## config.mk

```make
export PLATFORM = sky130hd
export DESIGN_NAME = octal_serializer
export DESIGN_NICKNAME = d
export VERILOG_FILES = /design/src/core/octal_ser_pkg.sv /design/src/core/octal_serializer.sv /design/src/core/word_fifo.sv
export SDC_FILE = /design/constraint.sdc
export NUM_CORES = 1
export LEC_CHECK = 0
export BUFFER_PORTS_ARGS = -buffer_cell sky130_fd_sc_hd__buf_2
export CELL_PAD_IN_SITES_DETAIL_PLACEMENT = 2
export CELL_PAD_IN_SITES_GLOBAL_PLACEMENT = 2
export CORE_AREA = 2 2 419 463
export CTS_CLUSTER_DIAMETER = 50
export DETAILED_ROUTE_END_ITERATION = 10
export DIE_AREA = 0 0 421 465
export PLACE_DENSITY = 0.51
export SLEW_MARGIN = 20
export SYNTH_ARGS = -nofsm -noshare
export SYNTH_HDL_FRONTEND = slang
export SYNTH_HIERARCHICAL = 1
export SYNTH_SLANG_ARGS = --single-unit
```

## constraint.sdc

```tcl
create_clock -name clk -period 14.85 [get_ports clk]
set_input_delay 1.485 -clock clk [delete_from_list [all_inputs] [get_ports clk]]
set_output_delay 1.485 -clock clk [all_outputs]
set_load 0.1 [all_outputs]
```

## src/core/octal_ser_pkg.sv

```systemverilog
// Package for the eight-channel 10:1 serializer with at-rate link test.
// Assumes one system clock at 125 MHz; word strobe marks each frame start.
package octal_ser_pkg;

    localparam int NUM_CH       = 8;
    localparam int DATA_W       = 10;
    localparam int FRAME_BITS   = 12;
    localparam int SYNC_ONES    = 6;
    localparam int SYNC_HOLD    = 4;
    localparam int FIFO_DEPTH   = 16;

    // Framing bits carried around every word
    localparam logic START_BIT  = 1'b1;
    localparam logic STOP_BIT   = 1'b0;

    // Test select encodings
    localparam logic [3:0] SEL_ALL     = 4'h8;
    localparam logic [3:0] SEL_DEFAULT = 4'hF;

    // Pattern generator: x^15 + x^14 + 1, non-zero seed
    localparam logic [14:0] PRBS_SEED  = 15'h7FFF;

    // Clock rate and bit period of the serial lane
    localparam int CLK_MHZ      = 125;
    localparam int BIT_NS       = 8;
    localparam int BIT_CYCLES   = (BIT_NS * CLK_MHZ + 999) / 1000;

    localparam logic [3:0] BIT_IDX_RST = 4'h0;
    localparam logic [1:0] SYNC_CNT_RST = 2'h0;

    typedef logic [DATA_W-1:0] word_t;

    typedef struct packed {
        logic                  sync_req;
        logic                  pwr_on;
        word_t                 data;
    } ch_in_t;

    typedef struct packed {
        logic test_active;
        logic [3:0] test_sel;
    } test_ctl_t;

    typedef enum logic [1:0] {
        CH_OFF   = 2'b00,
        CH_DATA  = 2'b01,
        CH_SYNC  = 2'b10,
        CH_TEST  = 2'b11
    } ch_mode_t;

endpackage

```

## src/core/octal_serializer.sv

```systemverilog
// Eight-channel 10:1 serializer with embedded clock bits and link test.
// Assumes word_strobe marks the rising edge of the shared transmit clock,
// and each lane shifts one bit per clk, twelve per word.
// Inputs are taken as synchronous to clk; every output is a flop.
// The word queue holds one word at the normal strobe rate.
// Functional notes
// - Drive enable low tri-states all eight serial outputs.
// - Drive enable high again resumes prior state; internal state never stops.
// - Any channel can send an internal pseudo-random pattern instead of data.
// - Test uses activate plus four select bits; activate low means no test.
// - Activate high, select 0..7 tests that single channel.
// - Activate high, select 8 tests all channels together.
// - Select 9..F never starts a test.
// - Select inputs default high when undriven, giving no test.
// - All channels share one transmit clock and one bit timer.
// - Parallel words for all channels captured on transmit clock edge.
// - Ten data bits per clock, serialized with embedded clock bits.
// - Lane rate up to twelve times maximum transmit clock.
// - Frame is start bit one, ten data bits, stop bit zero.
// - Twelve bits shifted out per transmit clock period.
// - Sync request high four clocks sends six ones then six zeros.
// - Lane drives only with enable and both power-downs high, sync or not.
`timescale 1ns/1ps
module octal_serializer
    import octal_ser_pkg::*;
#(
    parameter int CH    = octal_ser_pkg::NUM_CH,
    parameter int DEPTH = octal_ser_pkg::FIFO_DEPTH
) (
    input  wire logic                       clk,         // System clock
    input  wire logic                       rstn,        // Sync reset, low
    input  wire logic                       word_strobe, // Transmit clk edge
    input  wire octal_ser_pkg::ch_in_t [CH-1:0] ch_in,   // Per-channel inputs
    input  wire logic                       master_power_down, // Low = off
    input  wire logic                       output_drive_enable, // High drives
    input  wire octal_ser_pkg::test_ctl_t   test_ctl,    // Test controls
    output      logic                       in_ready,    // FIFO has room
    output      logic [CH-1:0]              ser_out,     // Serial lane data
    output      logic [CH-1:0]              ser_oe,      // Lane drive enable
    output      logic [CH-1:0]              test_on      // Lane selected for test
);
    import octal_ser_pkg::*;

    // ==========================================================
    // Functions
    // ==========================================================
    function automatic logic [CH-1:0] test_map(input logic act,
                                               input logic [3:0] sel);
        logic [CH-1:0] m;
        m = '0;
        if (act)
        begin
            if (sel == SEL_ALL)
                m = '1;
            else if (!sel[3])
                m[sel[2:0]] = 1'b1;
        end
        return m;
    endfunction

    function automatic logic [FRAME_BITS-1:0] frame(input word_t w);
        return {START_BIT, w, STOP_BIT};
    endfunction

    // One generator step: shift left, feed back taps 15 and 14
    function automatic logic [14:0] prbs_step(input logic [14:0] s);
        return {s[13:0], s[14] ^ s[13]};
    endfunction

    // Power-down wins over test, test over sync, sync over data, so a
    // powered-down lane never drives whatever the test selects
    function automatic ch_mode_t next_mode(input logic on,
                                           input logic test,
                                           input logic sync);
        ch_mode_t m;
        if (!on)
            m = CH_OFF;
        else if (test)
            m = CH_TEST;
        else if (sync)
            m = CH_SYNC;
        else
            m = CH_DATA;
        return m;
    endfunction

    // ==========================================================
    // Bit timer: twelve lane bits per word period
    // ==========================================================
    logic [3:0] bit_idx_q;
    logic       frame_end;

    // Timer parks on the last bit, so the lane holds the stop level until
    // the next strobe; the lane rate is twelve times the word rate
    assign frame_end = (bit_idx_q == 4'(FRAME_BITS - 1));

    always_ff @(posedge clk)
    begin
        if (!rstn)
            bit_idx_q <= BIT_IDX_RST;
        else if (word_strobe)
            bit_idx_q <= BIT_IDX_RST;
        else if (!frame_end)
            bit_idx_q <= 4'(bit_idx_q + 1'b1);
    end

    // ==========================================================
    // Word capture through the FIFO
    // ==========================================================
    logic [CH*DATA_W-1:0] cap_data;
    logic [CH*DATA_W-1:0] head;
    logic                 head_valid;
    logic                 pop;
    logic                 fifo_ready;

    always_comb
    begin
        for (int i = 0; i < CH; i++)
            cap_data[i*DATA_W +: DATA_W] = ch_in[i].data;
    end

    // Pop one word per frame; source is stalled when the FIFO is full
    assign pop = word_strobe && head_valid;

    word_fifo #(
        .WIDTH (CH*DATA_W),
        .DEPTH (DEPTH)
    ) u_fifo (
        .clk       (clk),
        .rstn      (rstn),
        .in_data   (cap_data),
        .in_valid  (word_strobe),
        .in_ready  (fifo_ready),
        .out_data  (head),
        .out_valid (head_valid),
        .out_ready (pop)
    );

    always_ff @(posedge clk)
    begin
        if (!rstn)
            in_ready <= 1'b0;
        else
            in_ready <= fifo_ready;
    end

    // ==========================================================
    // Test control sampling and pattern generator
    // ==========================================================
    test_ctl_t     ctl_q;
    logic [CH-1:0] test_q;
    logic [14:0]   prbs_q;
    word_t         prbs_word;
    logic [14:0]   prbs_nxt;
    logic [CH-1:0] test_nxt;

    always_ff @(posedge clk)
    begin
        // Reset value stands for the pulled-up select pins
        if (!rstn)
            ctl_q <= '{test_active: 1'b0, test_sel: SEL_DEFAULT};
        else
            ctl_q <= test_ctl;
    end

    // Ten steps of the generator per word, so each frame gets fresh bits;
    // the first bit generated goes out first, keeping the line stream one
    // unbroken sequence that the far end can check across frames
    always_comb
    begin
        logic [14:0] s;
        s = prbs_q;
        for (int b = 0; b < DATA_W; b++)
        begin
            prbs_word[DATA_W-1-b] = s[14];
            s = prbs_step(s);
        end
        prbs_nxt = s;
    end

    always_ff @(posedge clk)
    begin
        if (!rstn)
            prbs_q <= PRBS_SEED;
        else if (word_strobe)
            prbs_q <= prbs_nxt;
    end

    // One decode shared by the status, mode and shifter flops
    assign test_nxt = test_map(ctl_q.test_active, ctl_q.test_sel);

    always_ff @(posedge clk)
    begin
        if (!rstn)
            test_q <= '0;
        else if (word_strobe)
            test_q <= test_nxt;
    end

    // ==========================================================
    // Per-channel sync detection, mode and shifter
    // ==========================================================
    logic [1:0]            sync_cnt_q [CH];
    ch_mode_t              mode_q     [CH];
    logic [FRAME_BITS-1:0] shift_q    [CH];

    for (genvar c = 0; c < CH; c++)
    begin : g_ch
        logic     sync_on;
        ch_mode_t mode_nxt;

        assign sync_on = (sync_cnt_q[c] == 2'(SYNC_HOLD - 1));
        assign mode_nxt = next_mode(master_power_down && ch_in[c].pwr_on,
                                    test_nxt[c],
                                    sync_on && ch_in[c].sync_req);

        always_ff @(posedge clk)
        begin
            if (!rstn)
                sync_cnt_q[c] <= SYNC_CNT_RST;
            else if (word_strobe)
            begin
                if (!ch_in[c].sync_req)
                    sync_cnt_q[c] <= SYNC_CNT_RST;
                else if (!sync_on)
                    sync_cnt_q[c] <= 2'(sync_cnt_q[c] + 1'b1);
            end
        end

        // Mode changes only when a new frame is loaded
        always_ff @(posedge clk)
        begin
            if (!rstn)
                mode_q[c] <= CH_OFF;
            else if (word_strobe)
                mode_q[c] <= mode_nxt;
        end

        always_ff @(posedge clk)
        begin
            if (!rstn)
                shift_q[c] <= '0;
            else if (word_strobe)
            begin
                case (mode_nxt)
                    CH_TEST:
                        shift_q[c] <= frame(prbs_word);
                    CH_SYNC:
                        shift_q[c] <= {{SYNC_ONES{1'b1}},
                                       {(FRAME_BITS-SYNC_ONES){1'b0}}};
                    default:
                    begin
                        // An empty queue sends a zero word, still framed
                        if (head_valid)
                            shift_q[c] <= frame(head[c*DATA_W +: DATA_W]);
                        else
                            shift_q[c] <= frame('0);
                    end
                endcase
            end
            else if (!frame_end)
                shift_q[c] <= {shift_q[c][FRAME_BITS-2:0], 1'b0};
        end

        // ==========================================================
        // Lane output stage
        // ==========================================================
        always_ff @(posedge clk)
        begin
            if (!rstn)
                ser_out[c] <= 1'b0;
            else
                ser_out[c] <= shift_q[c][FRAME_BITS-1];
        end

        // Drive enable only gates the pin, so state is kept while disabled;
        // the timer and shifter run on, and the lane resumes mid-stream
        always_ff @(posedge clk)
        begin
            if (!rstn)
                ser_oe[c] <= 1'b0;
            else
                ser_oe[c] <= output_drive_enable
                             && (mode_q[c] != CH_OFF)
                             && master_power_down;
        end
    end

    // ==========================================================
    // Status
    // ==========================================================

    always_ff @(posedge clk)
    begin
        if (!rstn)
            test_on <= '0;
        else
            test_on <= test_q;
    end
endmodule

```

## src/core/word_fifo.sv

```systemverilog
// Synchronous FIFO with valid/ready on both sides.
// Assumes a single clock and synchronous active-low reset.
`timescale 1ns/1ps
module word_fifo #(
    parameter int WIDTH = 80,
    parameter int DEPTH = 16
) (
    input  wire logic             clk,       // System clock
    input  wire logic             rstn,      // Sync reset, active low
    input  wire logic [WIDTH-1:0] in_data,   // Write data
    input  wire logic             in_valid,  // Write request
    output      logic             in_ready,  // Not full
    output      logic [WIDTH-1:0] out_data,  // Head word
    output      logic             out_valid, // Not empty
    input  wire logic             out_ready  // Pop
);
    localparam int AW = $clog2(DEPTH);

    logic [WIDTH-1:0] mem [DEPTH];
    logic [AW-1:0]    wr_q;
    logic [AW-1:0]    rd_q;
    logic [AW:0]      cnt_q;
    logic             push;
    logic             pop;

    assign in_ready  = (cnt_q != (AW+1)'(DEPTH));
    assign out_valid = (cnt_q != '0);
    assign out_data  = mem[rd_q];
    assign push      = in_valid && in_ready;
    assign pop       = out_valid && out_ready;

    always_ff @(posedge clk)
    begin
        if (push)
            mem[wr_q] <= in_data;
    end

    always_ff @(posedge clk)
    begin
        if (!rstn)
        begin
            wr_q  <= '0;
            rd_q  <= '0;
            cnt_q <= '0;
        end
        else
        begin
            if (push)
                wr_q <= AW'(wr_q + 1'b1);
            if (pop)
                rd_q <= AW'(rd_q + 1'b1);
            cnt_q <= (AW+1)'(cnt_q + push - pop);
        end
    end
endmodule

```

==> results by group <==
Global route
  • Initial antenna violation count: 28
  • GRT Residual Overflow: 0
  • Vias in the first global route: 32.1k
  • Global-route wire length before repair: 249,000 um
  • Maximum number of pins on one net before global-route repair: 122
  • Total track usage: 17.8%

Drt
  • Via density: 5.10
  • Met1 Routed Length: 75,600 um
  • Wire length on met3: 7390 um
  • ANT nets after route: 0
  • Met2 routed WL: 86,600 um
  • Final wirelength: 175,000 um
  • WL/cell: 30.6 um
  • Drt pass-1 iters: 5
  • Drt drc: 0
  • Top Metal Used: met5
  • 1st-iter DRT viols: 2,218
  • Via count: 29.1k

Clocking
  • Clk buf depth: 3
  • Clock-pin slew on the worst setup and hold paths: 0.06 ns
  • CTS-repair resized insts: 0
  • H-tree level count: 4
  • Clock Latency Late Sink: 0.81 ns
  • Hold buffer count at cts: 0
  • Post-CTS Repair Setup Buffers: 0
  • CTS Sinks: 1,474
  • CTS tree: yes
  • Root Buffer Master: clkbuf_16
  • CTS Buf Count: 171

Place
  • DPL Wire Length: 99,800 um
  • Pre-CTS setup slack: 9.50 ns
  • DP Cell Count: 5,392
  • Port Buf Inserts: 130
  • GPL Wtd Cong: 0.758
  • Placed Area: 0.0606 mm2

Timing
  • RSZ-0062 raised after global routing: false
  • Tcrit/Tclk final: 34.1%
  • Final Hold Fails: 0
  • Min cycle time layout: 5.07 ns
  • Min Hold Slack: 0.451 ns
  • Final Slew Violations: 0
  • Slew margin rel.: 20.6%
  • Final setup skew: 0.0311 ns
  • Worst Tran Pin Value: 1.19 ns
  • Crit path setup slack, layout: 9.78 ns
  • Setup violators final: 0
  • Max Fclk: 197 MHz
  • Setup TNS: 0 ns

Flow run
  • Max Cap Violations: 0

Die
  • CORE AREA: 0.191 mm2
  • Starting density of the core: 29.8%
  • Die height: 465 um
  • Rows: 169
  • Die W: 421 um
  • Die ar.: 0.196 mm2
  • # IOs: 131

Power and ir drop
  • Worst vdd ir: 126 uV
  • Clk network pwr share: 39.0%
  • Logic gate share of total power: 14.5%
  • PwrDens: 159 mW/mm2
  • Total power: 10.5 mW
  • Psw: 2.69 mW
  • Seq pwr share: 46.5%
  • Pleak: 21.0 nW
  • Pint: 7.79 mW
  • Switching share of total power: 25.7%

Outcome
  • Status: complete, no violations

Logic synthesis
  • Post-Syn Instances: 2,800
  • Seq/Total Area, Yosys: 76.4%
  • Post-synth top area share: 73.8%
  • Predominant post-synthesis flop cell: edfxtp_1
  • Yosys top cell by area: edfxtp_1
  • Async S/R FF share, synth: 0%
  • Post-synth cell types: 60
  • Synthesis-stage register bit count: 1,474
  • Yosys warning count: 6
  • Commonest cells post-synth: edfxtp_1, mux4_2, nand2_1
  • Most common cell in the synthesized netlist: edfxtp_1
  • EDFF count, synth: 1,400
  • Post-Syn Area per Cell: 20.3 um2
  • Synthesized cell area: 0.0570 mm2
  • Syn_nets: 2,927
  • Area contributors post-synth: edfxtp_1, mux4_2, dfxtp_1, a22oi_1, nand2_1

Critical path
  • Setup Crit Path Kind: reg -> reg
  • CP Launch Type: register
  • Critical Path AT: 5.61 ns
  • Setup crit end kind: register
  • Critical path peak fanout: 45
  • Required @ worst endpoint: 15.39 ns

Worst hold path
  • Tightest Hold Check Type: reg -> reg

Cells and area
  • Layout area overhead: 16.0%
  • Final Util: 34.5%
  • Final Cell Area: 0.0661 mm2
  • Cell Count, Final, Fillers Out: 5,709
  • Layout cells sized above 1: 25.4%
  • Final-layout fill cell count: 18.5k
  • Fin nets: 3,127
## layout make-up
type	instances	area, um2	area share [%]
diodes	7	17.5	0.0265
clock buffers	210	4550	6.88
clock inverters	100	880	1.33
inverters	24	90.1	0.136
multi-input cells	1140	12700	19.2
flip-flops and latches	1474	43500	65.9
well taps	2565	3210	4.86
repair buffers	189	1140	1.73
## cells in the final DEF (no fill, tap or decap), types with 11 or more instances in the layout
master / Yosys / final
edfxtp_1: 1400 / 1400
mux4_2: 320 / 320
nand2_1: 189 / 189
clkbuf_16: 0 / 175
a22oi_1: 165 / 165
buf_2: 43 / 130
dfxtp_1: 74 / 71
and2_1: 71 / 62
buf_4: 6 / 55
a221o_1: 34 / 34
a21oi_1: 33 / 33
nor2_1: 39 / 32
clkbuf_1: 74 / 31
clkinv_1: 0 / 30
mux2i_1: 26 / 26
clkinv_2: 0 / 26
nand3_1: 24 / 24
inv_1: 24 / 24
ha_1: 20 / 20
xnor2_1: 18 / 18
o21ai_1: 17 / 17
a22o_1: 16 / 16
o21ai_0: 14 / 14
a21o_1: 13 / 13
nand2b_1: 12 / 11
clkinvlp_4: 0 / 11
bufinv_16: 0 / 11
## flip-flops by register name, indices dropped and copies added (netlist names), 5 cells and up, named ones only
register,flops
test_on,8
mode_q,16
ctl_q,5
ser_oe,8
prbs_q,15
u_fifo/cnt_q,5
test_q,8
ser_out,8
u_fifo/mem,1280
shift_q,88
sync_cnt_q,16
## power groups by stage
stage / registers, mW / clock network, mW / logic [mW]
4_1_cts: 4.88 / 4.21 / 1.57
5_1_grt: 4.89 / 4.35 / 1.64
2_1_floorplan: 4.93 / 0 / 1.05
6_report: 4.87 / 4.09 / 1.52
3_5_place_dp: 4.97 / 0 / 1.56
3_3_place_gp: 4.95 / 0 / 1.53
## worst max-delay path, stage by stage (launching register included)
cell and delay (ns):
dfxtp_4 0.97, buf_4 0.82, buf_4 0.88, buf_4 0.66
mux4_2 0.59, a22oi_1 0.29, nand2_1 0.11, nor3_1 0.21
o21ai_1 0.09
## per-layer routing
layer,vias up,global-route usage [%]
met5,-,0
met2,673,29.9
li1,12000,-
met3,295,2.85
met4,22,5.82
met1,16100,23.5
## worst paths after layout
check                        end           start  depth (start not counted)  slack, ns
setup / recovery  shift_q[1][41]        register                          8       9.78
hold / removal        ser_out[1]  shift_q[0][21]                          1       0.45
setup reg to reg  shift_q[1][41]        register                          8       9.78
hold reg to reg       ser_out[1]  shift_q[0][21]                          1       0.45
## cell families after synthesis
kind of cell    after synthesis  share of synthesized area [%]
xor+xnor                     23                          0.367
buf+inv                     186                           1.57
simple gates                401                           3.56
fa+ha+maj                    21                          0.474
mux                         346                           13.1
compound gates              349                           4.54
flops                      1474                           76.4
Power figures use the tool's default switching activity.
